## config.mk

```make
export PLATFORM = sky130hd
export DESIGN_NAME = fsdc_top
export DESIGN_NICKNAME = d
export VERILOG_FILES = /design/src/design/fsdc_pkg.sv /design/src/design/fsdc_dsm.sv /design/src/design/fsdc_top.sv
export VERILOG_INCLUDE_DIRS = /design/src /design/src/design
export SDC_FILE = /design/constraint.sdc
export NUM_CORES = 1
export LEC_CHECK = 0
export BUFFER_PORTS_ARGS = -buffer_cell sky130_fd_sc_hd__buf_2
export CAP_MARGIN = 10
export CORE_ASPECT_RATIO = 1.2
export CORE_MARGIN = 2
export CORE_UTILIZATION = 40
export CTS_CLUSTER_SIZE = 24
export DETAILED_ROUTE_END_ITERATION = 10
export GPL_TIMING_DRIVEN = 0
export PLACE_DENSITY = 0.63
export SYNTH_ARGS = -nofsm -noshare
export SYNTH_HDL_FRONTEND = slang
export SYNTH_SLANG_ARGS = --single-unit
```

## constraint.sdc

```tcl
create_clock -name CLK -period 30.6 [get_ports CLK]
set_input_delay 0 -clock CLK [delete_from_list [all_inputs] [get_ports CLK]]
set_output_delay 0 -clock CLK [all_outputs]
set_load 0.02 [all_outputs]
```

## src/design/fsdc_defs.svh

```systemverilog
// offsets, field positions, reset values and counts of the synthesizer control bank
`ifndef FSDC_DEFS_SVH
`define FSDC_DEFS_SVH

// ------------------------------------------------------------
// register byte offsets
// ------------------------------------------------------------
`define FSDC_OFS_WORD_A 8'h00
`define FSDC_OFS_WORD_B 8'h04
`define FSDC_OFS_WORD_C 8'h08
`define FSDC_OFS_STATUS 8'h0c

// ------------------------------------------------------------
// field positions
// ------------------------------------------------------------
`define FSDC_PUMP_LSB 17
`define FSDC_NHI_LSB 14
`define FSDC_NUMHI_LSB 4
`define FSDC_DENLO_LSB 10
`define FSDC_RDIV_LSB 4
`define FSDC_HALVE_BIT 23
`define FSDC_WIDE_BIT 22
`define FSDC_SPREAD_LSB 20
`define FSDC_ORDER_LSB 18
`define FSDC_TSEL_LSB 14
`define FSDC_DENHI_LSB 4

// ------------------------------------------------------------
// reset values
// ------------------------------------------------------------
`define FSDC_WORD_A_RST 24'h200001
`define FSDC_WORD_B_RST 24'h400012
`define FSDC_WORD_C_RST 24'h040003
`define FSDC_FB_DIV_RST 12'h037

// ------------------------------------------------------------
// analog figures and lock detect counts
// ------------------------------------------------------------
`define FSDC_PUMP_UNIT_UA 11'd90
`define FSDC_LOCK_WIN 8'h02
`define FSDC_LOCK_CNT 4'h8

`endif

```

## src/design/fsdc_pkg.sv

```systemverilog
// types shared by the synthesizer control bank
package fsdc_pkg;

  typedef enum logic [3:0] {
    FSDC_TP_HIZ = 4'b0000,
    FSDC_TP_HIGH = 4'b0001,
    FSDC_TP_LOW = 4'b0010,
    FSDC_TP_DLOCK = 4'b0011,
    FSDC_TP_FBHALF = 4'b0101,
    FSDC_TP_ALOCK_OD = 4'b0110,
    FSDC_TP_ALOCK_PP = 4'b0111,
    FSDC_TP_REFOUT = 4'b1110
  } fsdc_tsel_t;

  typedef enum logic [1:0] {
    FSDC_ORD_FOURTH = 2'b00,
    FSDC_ORD_RESET = 2'b01,
    FSDC_ORD_SECOND = 2'b10,
    FSDC_ORD_THIRD = 2'b11
  } fsdc_order_t;

  typedef enum logic [1:0] {
    FSDC_SPR_WEAK = 2'b00,
    FSDC_SPR_RSVD = 2'b01,
    FSDC_SPR_STRONG = 2'b10,
    FSDC_SPR_OFF = 2'b11
  } fsdc_spread_t;

endpackage

```

## src/design/fsdc_dsm.sv

```systemverilog
// multi-stage delta-sigma modulator producing the divide offset
`timescale 1ns/1ps
`default_nettype none
module fsdc_dsm (
  input wire logic clk,
  input wire logic reset,
  input wire logic step,
  input wire logic [21:0] num,
  input wire logic [21:0] denom,
  input wire fsdc_pkg::fsdc_order_t ordr,
  input wire fsdc_pkg::fsdc_spread_t spread,
  output logic signed [4:0] offset
);
  import fsdc_pkg::*;

  logic [21:0] acc_r [4];
  logic [21:0] acc_nxt [4];
  logic [3:0] cy;
  logic c2d_r, c3d_r, c3dd_r, c4d_r, c4dd_r, c4ddd_r;
  logic [15:0] lfsr_r;
  logic [21:0] dith;
  logic signed [4:0] y;

  // modulo accumulate: returns carry and residue
  function automatic logic [22:0] mod_add(input logic [21:0] a, input logic [21:0] b,
                                          input logic [21:0] d);
    logic [22:0] s;
    s = {1'b0, a} + {1'b0, b};
    if (d != 22'h0 && s >= {1'b0, d}) begin
      s = s - {1'b0, d};
      return {1'b1, s[21:0]};
    end
    return {1'b0, s[21:0]};
  endfunction

  function automatic logic signed [4:0] sx(input logic b);
    return b ? 5'sh01 : 5'sh00;
  endfunction

  // spur_spread_mode enters the second stage, whose carries are differenced away,
  // so it cannot bias the average ratio; values not below the modulus are dropped
  always_comb begin
    case (spread)
      FSDC_SPR_WEAK: dith = {21'h0, lfsr_r[0]};
      FSDC_SPR_STRONG: dith = {20'h0, lfsr_r[1:0]};
      default: dith = 22'h0;
    endcase
    if (dith >= denom) begin
      dith = 22'h0;
    end
  end

  always_comb begin
    logic [22:0] r;
    logic [21:0] b;
    r = 23'h0;
    b = num;
    for (int i = 0; i < 4; i++) begin
      r = mod_add(acc_r[i], b, denom);
      acc_nxt[i] = r[21:0];
      cy[i] = r[22];
      b = r[21:0];
      if (i == 0) begin
        r = mod_add(b, dith, denom);
        b = r[21:0];
      end
    end
  end

  // higher stages are cancelled by differencing; order masks them
  always_comb begin
    y = sx(cy[0]) + sx(cy[1]) - sx(c2d_r);
    if (ordr == FSDC_ORD_THIRD || ordr == FSDC_ORD_FOURTH) begin
      y = y + sx(cy[2]) - sx(c3d_r) - sx(c3d_r) + sx(c3dd_r);
    end
    if (ordr == FSDC_ORD_FOURTH) begin
      y = y + sx(cy[3]) - sx(c4d_r) - sx(c4d_r) - sx(c4d_r)
            + sx(c4dd_r) + sx(c4dd_r) + sx(c4dd_r) - sx(c4ddd_r);
    end
  end

  always_ff @(posedge clk) begin
    if (reset || ordr == FSDC_ORD_RESET) begin
      for (int i = 0; i < 4; i++) begin
        acc_r[i] <= 22'h0;
      end
      {c2d_r, c3d_r, c3dd_r, c4d_r, c4dd_r, c4ddd_r} <= 6'h0;
      offset <= 5'sh00;
    end else if (step) begin
      for (int i = 0; i < 4; i++) begin
        acc_r[i] <= acc_nxt[i];
      end
      c2d_r <= cy[1];
      c3d_r <= cy[2];
      c3dd_r <= c3d_r;
      c4d_r <= cy[3];
      c4dd_r <= c4d_r;
      c4ddd_r <= c4dd_r;
      offset <= y;
    end
  end

  always_ff @(posedge clk) begin
    if (reset) begin
      lfsr_r <= 16'hace1;
    end else if (step) begin
      lfsr_r <= {lfsr_r[14:0], lfsr_r[15] ^ lfsr_r[13] ^ lfsr_r[12] ^ lfsr_r[10]};
    end
  end
endmodule
`default_nettype wire

```

## src/design/fsdc_top.sv

```systemverilog
// control bank and digital loop logic of a fractional-n synthesizer
// ------------------------------------------------------------
// How it works
// - the 4-bit pump current code k selects (k+1) times a 90 uA unit, up to 1440 uA.
// - the reference input is divided by the 6-bit reference divide field to make the comparison pulse.
// - the 22-bit denominator joins 12 low bits from the second word and 10 high bits from the third.
// - wide mode uses full 22-bit numerator and denominator, otherwise only their low 12 bits.
// - numerator high 10 bits and integer divider high 3 bits come from the first word.
// - the order field picks fourth, reset/integer, second or third order modulation.
// - the spread field picks weak spur_spread_mode, reserved, strong spur_spread_mode or no spur_spread_mode.
// - the test pin select drives the test/lock pin per its code, reserved codes float.
// - digital lock code drives the pin high while locked and low otherwise.
// - analog lock codes pull the pin low while the pump is active; push-pull drives it high otherwise, open drain lets it float.
// - the output-halve bit divides the oscillator output by two.
// ------------------------------------------------------------
`timescale 1ns/1ps
`default_nettype none
`include "fsdc_defs.svh"
module fsdc_top (
  input wire logic CLK,
  input wire logic RESET,
  input wire logic PSEL,
  input wire logic PENABLE,
  input wire logic PWRITE,
  input wire logic [7:0] PADDR,
  input wire logic [31:0] PWDATA,
  output logic [31:0] PRDATA,
  output logic PREADY,
  output logic PSLVERR,
  input wire logic REF_OSC_INPUT,
  input wire logic VCO_IN,
  input wire logic [7:0] N_LOW,
  input wire logic [11:0] NUM_LOW,
  output logic VCO_OUT,
  output logic [10:0] PUMP_CURRENT_UA,
  output logic [11:0] FB_DIVIDE,
  output logic TEST_LOCK_PIN_O,
  output logic TEST_LOCK_PIN_OE
);
  import fsdc_pkg::*;

  // ------------------------------------------------------------
  // bus slave
  // ------------------------------------------------------------
  logic [23:0] word_a_r, word_b_r, word_c_r;
  logic setup, access, wr_ok, mapped;
  logic locked_r, pump_active;

  function automatic logic is_mapped(input logic [7:0] a, input logic wr);
    case (a)
      `FSDC_OFS_WORD_A, `FSDC_OFS_WORD_B, `FSDC_OFS_WORD_C: return 1'b1;
      `FSDC_OFS_STATUS: return !wr;
      default: return 1'b0;
    endcase
  endfunction

  assign setup = PSEL && !PENABLE;
  assign access = PSEL && PENABLE;
  assign mapped = is_mapped(PADDR, PWRITE);
  assign wr_ok = access && PWRITE && mapped;
  assign PREADY = 1'b1;
  assign PSLVERR = access && !mapped;

  // a word is taken whole at the access edge only
  always_ff @(posedge CLK) begin
    if (RESET) begin
      word_a_r <= `FSDC_WORD_A_RST;
      word_b_r <= `FSDC_WORD_B_RST;
      word_c_r <= `FSDC_WORD_C_RST;
    end else if (wr_ok) begin
      case (PADDR)
        `FSDC_OFS_WORD_A: word_a_r <= PWDATA[23:0];
        `FSDC_OFS_WORD_B: word_b_r <= PWDATA[23:0];
        `FSDC_OFS_WORD_C: word_c_r <= PWDATA[23:0];
        default: word_a_r <= word_a_r;
      endcase
    end
  end

  // words are write-only; status shows lock and pump activity
  always_ff @(posedge CLK) begin
    if (RESET) begin
      PRDATA <= 32'h0;
    end else if (setup) begin
      PRDATA <= (PADDR == `FSDC_OFS_STATUS && !PWRITE) ?
                {30'h0, pump_active, locked_r} : 32'h0;
    end
  end

  // ------------------------------------------------------------
  // field decode
  // ------------------------------------------------------------
  logic [3:0] pump_current_code;
  logic [2:0] n_high;
  logic [9:0] num_high, denom_high;
  logic [11:0] denom_low;
  logic [5:0] rdiv;
  logic output_halve, wide_fraction_mode;
  fsdc_spread_t spur_spread_mode;
  fsdc_order_t ordr;
  fsdc_tsel_t test_pin_select;
  logic [10:0] n_full;
  logic [21:0] num_eff, frac_denominator;

  assign pump_current_code = word_a_r[`FSDC_PUMP_LSB +: 4];
  assign n_high = word_a_r[`FSDC_NHI_LSB +: 3];
  assign num_high = word_a_r[`FSDC_NUMHI_LSB +: 10];
  assign denom_low = word_b_r[`FSDC_DENLO_LSB +: 12];
  assign rdiv = word_b_r[`FSDC_RDIV_LSB +: 6];
  assign output_halve = word_c_r[`FSDC_HALVE_BIT];
  assign wide_fraction_mode = word_c_r[`FSDC_WIDE_BIT];
  assign spur_spread_mode = fsdc_spread_t'(word_c_r[`FSDC_SPREAD_LSB +: 2]);
  assign ordr = fsdc_order_t'(word_c_r[`FSDC_ORDER_LSB +: 2]);
  assign test_pin_select = fsdc_tsel_t'(word_c_r[`FSDC_TSEL_LSB +: 4]);
  assign denom_high = word_c_r[`FSDC_DENHI_LSB +: 10];

  assign n_full = {n_high, N_LOW};
  // narrow mode drops the high parts of both fraction words
  assign num_eff = wide_fraction_mode ? {num_high, NUM_LOW} : {10'h0, NUM_LOW};
  assign frac_denominator = wide_fraction_mode ? {denom_high, denom_low}
                                               : {10'h0, denom_low};

  // ------------------------------------------------------------
  // pump current
  // ------------------------------------------------------------
  always_ff @(posedge CLK) begin
    if (RESET) begin
      PUMP_CURRENT_UA <= `FSDC_PUMP_UNIT_UA;
    end else begin
      PUMP_CURRENT_UA <= 11'({7'h0, pump_current_code} + 11'h1) * `FSDC_PUMP_UNIT_UA;
    end
  end

  // ------------------------------------------------------------
  // reference divider
  // ------------------------------------------------------------
  logic ref_d_r, ref_rise, ref_pulse;
  logic [5:0] ref_cnt_r;

  assign ref_rise = REF_OSC_INPUT && !ref_d_r;
  // a zero field counts as one so the loop never starves; host keeps it legal
  assign ref_pulse = ref_rise && (rdiv == 6'h0 || ref_cnt_r >= rdiv - 6'h1);

  always_ff @(posedge CLK) begin
    if (RESET) begin
      ref_d_r <= 1'b0;
      ref_cnt_r <= 6'h0;
    end else begin
      ref_d_r <= REF_OSC_INPUT;
      if (ref_pulse) begin
        ref_cnt_r <= 6'h0;
      end else if (ref_rise) begin
        ref_cnt_r <= ref_cnt_r + 6'h1;
      end
    end
  end

  // ------------------------------------------------------------
  // feedback divider and modulator
  // ------------------------------------------------------------
  logic vco_d_r, vco_rise, fb_pulse;
  logic [11:0] fb_cnt_r, n_next, n_sum;
  logic signed [4:0] mod_offset;

  fsdc_dsm fsdc_dsm_inst (
    .clk(CLK),
    .reset(RESET),
    .step(fb_pulse),
    .num(num_eff),
    .denom(frac_denominator),
    .ordr(ordr),
    .spread(spur_spread_mode),
    .offset(mod_offset)
  );

  assign vco_rise = VCO_IN && !vco_d_r;
  assign fb_pulse = vco_rise && (fb_cnt_r >= FB_DIVIDE - 12'h1);
  // instantaneous divide is integer plus modulator offset, floored at one
  assign n_sum = {1'b0, n_full} + {{7{mod_offset[4]}}, mod_offset};
  assign n_next = (n_sum[11] || n_sum == 12'h0) ? 12'h1 : n_sum;

  always_ff @(posedge CLK) begin
    if (RESET) begin
      vco_d_r <= 1'b0;
      fb_cnt_r <= 12'h0;
      FB_DIVIDE <= `FSDC_FB_DIV_RST;
    end else begin
      vco_d_r <= VCO_IN;
      if (fb_pulse) begin
        fb_cnt_r <= 12'h0;
        FB_DIVIDE <= n_next;
      end else if (vco_rise) begin
        fb_cnt_r <= fb_cnt_r + 12'h1;
      end
    end
  end

  // ------------------------------------------------------------
  // phase detector and lock detect
  // ------------------------------------------------------------
  logic up_r, dn_r;
  logic [7:0] err_cnt_r;
  logic [3:0] good_cnt_r;

  // classic two-flop detector: pump runs from the first edge to the second
  always_ff @(posedge CLK) begin
    if (RESET) begin
      up_r <= 1'b0;
      dn_r <= 1'b0;
    end else if ((up_r || ref_pulse) && (dn_r || fb_pulse)) begin
      up_r <= 1'b0;
      dn_r <= 1'b0;
    end else begin
      up_r <= up_r || ref_pulse;
      dn_r <= dn_r || fb_pulse;
    end
  end

  assign pump_active = up_r || dn_r;

  // lock is declared after a run of comparison cycles with short pump time
  always_ff @(posedge CLK) begin
    if (RESET) begin
      err_cnt_r <= 8'h0;
      good_cnt_r <= 4'h0;
      locked_r <= 1'b0;
    end else if (ref_pulse) begin
      err_cnt_r <= 8'h0;
      if (err_cnt_r > `FSDC_LOCK_WIN) begin
        good_cnt_r <= 4'h0;
        locked_r <= 1'b0;
      end else if (good_cnt_r == `FSDC_LOCK_CNT) begin
        locked_r <= 1'b1;
      end else begin
        good_cnt_r <= good_cnt_r + 4'h1;
      end
    end else if (pump_active && err_cnt_r != 8'hff) begin
      err_cnt_r <= err_cnt_r + 8'h1;
    end
  end

  // ------------------------------------------------------------
  // test/lock pin and output halving
  // ------------------------------------------------------------
  logic fb_half_r;

  always_ff @(posedge CLK) begin
    if (RESET) begin
      fb_half_r <= 1'b0;
    end else if (fb_pulse) begin
      fb_half_r <= !fb_half_r;
    end
  end

  always_ff @(posedge CLK) begin
    if (RESET) begin
      TEST_LOCK_PIN_O <= 1'b0;
      TEST_LOCK_PIN_OE <= 1'b0;
    end else begin
      TEST_LOCK_PIN_O <= 1'b0;
      TEST_LOCK_PIN_OE <= 1'b1;
      case (test_pin_select)
        FSDC_TP_HIGH: TEST_LOCK_PIN_O <= 1'b1;
        FSDC_TP_LOW: TEST_LOCK_PIN_O <= 1'b0;
        FSDC_TP_DLOCK: TEST_LOCK_PIN_O <= locked_r;
        FSDC_TP_FBHALF: TEST_LOCK_PIN_O <= fb_half_r;
        FSDC_TP_ALOCK_OD: TEST_LOCK_PIN_OE <= pump_active;
        FSDC_TP_ALOCK_PP: TEST_LOCK_PIN_O <= !pump_active;
        FSDC_TP_REFOUT: TEST_LOCK_PIN_O <= ref_pulse;
        default: TEST_LOCK_PIN_OE <= 1'b0;
      endcase
    end
  end

  always_ff @(posedge CLK) begin
    if (RESET) begin
      VCO_OUT <= 1'b0;
    end else if (output_halve) begin
      if (vco_rise) begin
        VCO_OUT <= !VCO_OUT;
      end
    end else begin
      VCO_OUT <= VCO_IN;
    end
  end
endmodule
`default_nettype wire

```

==> key figures <==
Placed design
  – PortBufs: 82
  – Post-DP HPWL: 49390 um
  – Instance area at placement: 23240 um^2
  – GPL Wtd Cong: 0.9273

Clock tree
  – Post-cts sizing count: 0
  – Post-CTS setup buffers: 0
  – CTS tree: built
  – H-tree depth: 1
  – Clock-pin slew on the worst setup and hold paths: ~0.060 ns
  – Clk sinks: 233
  – Worst-Skew Late Latency: 0.61 ns
  – CTS Buffer Depth: 3
  – Clock root cell: clkbuf_16
  – TritonCTS buffer count: 29

Global route
  – Largest net degree at the start of global routing: 47
  – Met1 usage: a little over a quarter
  – GRT Overall Usage: between 20% and 30%
  – Grt total ovfl: 0
  – Met3 Use GR: 4.129%
  – Met2 Resource Use GR: a little under two fifths
  – Initial antenna violation count: 2
  – First-pass GRT wire length: 100300 um
  – Vias in the first global route: 18793
  – Most Crowded Layer GR: met2

Flow run
  – Max-cap violations: 0

Synthesis
  – Largest area contributor in the netlist: ha_1
  – EDFF count, synth: 88
  – Asr flop ratio synth: 0%
  – Synth Flop Type: dfxtp_1
  – Ranking of synthesized cells by area: ha_1, dfxtp_1, edfxtp_1, xnor2_1, nor2_1
  – Post-synthesis cell type count: between 100 and 150
  – Syn Area/Cell: 8.628 um^2
  – YS warnings: 0
  – Register area share after synthesis: 25.44%
  – Syn Inst Count: 2526
  – Synthesized flop and latch total: 233
  – Share of the synthesized area in the top cell type: 15.50%
  – Cell Area, Synth: 21790 um^2

STA
  – Worst slew pin tran: 0.9538 ns
  – Final min period: 28.58 ns
  – Final setup violation count: 0
  – Rel. slew slack: 36.07%
  – Setup TNS: 0 ns
  – RSZ-0062 raised after global routing: no
  – Final period util: 93.41%
  – Hold Violations, Final: 0
  – Fmax: between 0.03 and 0.04 GHz
  – Min Hold Slack: 0.05133 ns
  – Clock skew: a little over 0.03 ns
  – Slew Viols, Final: 0

Route
  – DRC viols: 0
  – DRT Pass-1 Iters: 6
  – Vias post-DR: between 15000 and 20000
  – First DRT Iteration DRCs: 1143
  – Drt via density: about 5.5
  – Drt wl/cell: about 19 um
  – Total routed wirelength: approximately 64000 um
  – Routed Antenna Nets: 0

Final layout
  – # fillers: 5173
  – Share of cells above drive strength 1: 9.934%
  – Final Cell Area: 24580 um^2
  – Reg area: 5545 um^2
  – Area delta synth->final: 12.77%
  – Multi-input gate area: 15380 um^2
  – Nets: roughly 3100

Critical path
  – Critical-path maximum fanout: 10
  – Worst Setup Start Kind: flip-flop
  – CP Class: reg2reg
  – Crit-path slowest cell: a2111oi_0
  – Most used cell, CP: a21oi_1
  – Setup crit end kind: flip-flop
  – Worst Path Buf+Inv: 12
  – Crit path arrival time: 29.07 ns
  – CP peak stage delay: approximately 0.65 ns
  – Critical Path RT: 31.09 ns
  – Crit-path leading delay family: compound AO/OA/AOI/OAI gates

Power and ir drop
  – Pwr Total: slightly below 800 uW
  – Psw: roughly 210 uW
  – VDD IR max: around 0.04 mV
  – Cell Int Power: between 500 and 600 uW
  – Standby leakage power: approximately 0.011 uW
  – PwrDens: 31.70 nW/um^2
  – Clock network fraction of design power: roughly 45%
  – Sw Ratio: about a quarter
  – Logic gate share of total power: 14.0%
  – Sequential Power Share: 41.3%

Floorplan
  – IO Count: 127
  – Die X: 217.1 um
  – Die area: approximately 56000 um^2
  – Rows: 93
  – Core area: 53760 um^2
  – Die Y: 259.7 um
  – Starting density of the core: 40.54%

Outcome
  – Status: completed

Min path
  – Worst Hold Class: in2reg
==> metrics by stage <==
| stage | worst slack [ns] | util (%) | instances |
|---|---|---|---|
| 2_1_floorplan | 7.969 | - | 2556 |
| 3_5_place_dp | 2.354 | 43.24 | 3351 |
| 5_1_grt | 0.1620 | 45.72 | 3442 |
| 4_1_cts | 2.195 | 45.71 | 3440 |
| 6_report | 2.018 | 45.72 | 3442 |
| 3_3_place_gp | 2.549 | 43.17 | 3350 |
==> per-layer routing <==
metal  up-vias  wire [um]
met3       164       3842
met5         -         11
met4         2       3848
li1       9326          -
met2       504      29780
met1      8956      26460
==> synth_stat cells (7+ instances only) <==
master / count
nand3_1: 38
o41ai_1: 7
nand2_1: 195
nand3b_1: 7
o21a_1: 24
edfxtp_1: 88
or4_1: 10
o211ai_1: 11
inv_1: 122
a21boi_0: 8
nor4_1: 10
mux2_2: 27
a21oi_1: 177
buf_4: 33
mux2_4: 19
and2_1: 74
xor2_1: 78
clkbuf_1: 43
or3_1: 8
o21bai_1: 25
dfxtp_1: 145
and3_1: 18
nand2b_1: 52
nor2b_1: 26
nor3_1: 36
nand4_1: 25
o21ai_0: 118
a21o_1: 89
ha_1: 270
or2_2: 14
nor2_1: 272
fa_1: 22
o31ai_1: 13
mux2i_1: 84
a211oi_1: 20
a31oi_1: 18
xnor2_1: 162
==> sequential cells by signal, indices dropped and copies added, names as in the netlist, 6 cells and up <==
signal	count
fsdc_dsm_inst.acc_r	88
PUMP_CURRENT_UA	10
FB_DIVIDE	12
err_cnt_r	8
fsdc_dsm_inst.lfsr_r	16
word_a_r	17
word_b_r	18
word_c_r	20
ref_cnt_r	6
fb_cnt_r	12
==> cell families (layout without fill, tap and decap cells) <==
group / Yosys count / in the layout / synth area share (%)
other: 2 / 34 / 0.03446
DFF: 233 / 233 / 25.44
adders and majority gates: 292 / 292 / 17.52
buffers and inverters: 213 / 385 / 4.512
muxes: 131 / 131 / 6.665
AOI/OAI and AO/OA: 602 / 602 / 17.98
and+or+nand+nor: 813 / 813 / 18.20
xor gates and xnor gates: 240 / 240 / 9.645
==> path summary, 6_finish.rpt <==
path / startpoint / to / slack (ns) / cells after the start
worst max-delay path: fsdc_dsm_inst.acc_r[0][0] / fsdc_dsm_inst.offset[3] / 2.02 / 113
worst min-delay path: N_LOW[6] / FB_DIVIDE[6] / 0.05 / 5
worst min register to register: word_c_r[21] / word_c_r[21] / 0.46 / 2
worst max register to register: fsdc_dsm_inst.acc_r[0][0] / fsdc_dsm_inst.offset[3] / 2.02 / 113
==> power groups by stage <==
stage,sequential [uW],combinational [uW],clock [uW]
global route,322,120,366
finish,322,109,348
floorplan,328,79.1,0
CTS,322,108,355
detailed placement,328,104,0
global placement,328,101,0
==> cell usage in the layout, fill, tap and decap left out, types with 84 or more instances in the layout <==
cell / n
edfxtp_1: 88
a21oi_1: 177
xnor2_1: 162
nor2_1: 272
o21ai_0: 118
dfxtp_1: 145
buf_2: 85
mux2i_1: 84
inv_1: 121
a21o_1: 89
ha_1: 270
nand2_1: 195
==> area by class of cell <==
class	count	share of cell area (%)
Multi-Input combinational cell	2110	62.59
Sequential cell	233	22.56
Clock buffer	45	3.701
Tap cell	712	3.625
Timing Repair Buffer	119	3.248
Buffer	87	2.067
Inverter	126	1.945
Clock inverter	8	0.2443
Antenna cell	2	0.02036
==> worst min-delay path, delay by kind of cell <==
kind | cells | cell delay [ns]
AO/OA/AOI/OAI | 1 | 0.18
adder cells (fa/ha/maj) | 1 | 0.18
AND/OR/NAND/NOR | 2 | 0.19
buffers and inverters | 1 | 0.08
==> what timing repair did <==
item / 4_1_cts / 5_1_grt
setup endpoints to repair: 0 / 0
hold buffers: 36 / 0
hold endpoints to repair: 68 / 0
Power figures use the tool's default switching activity.
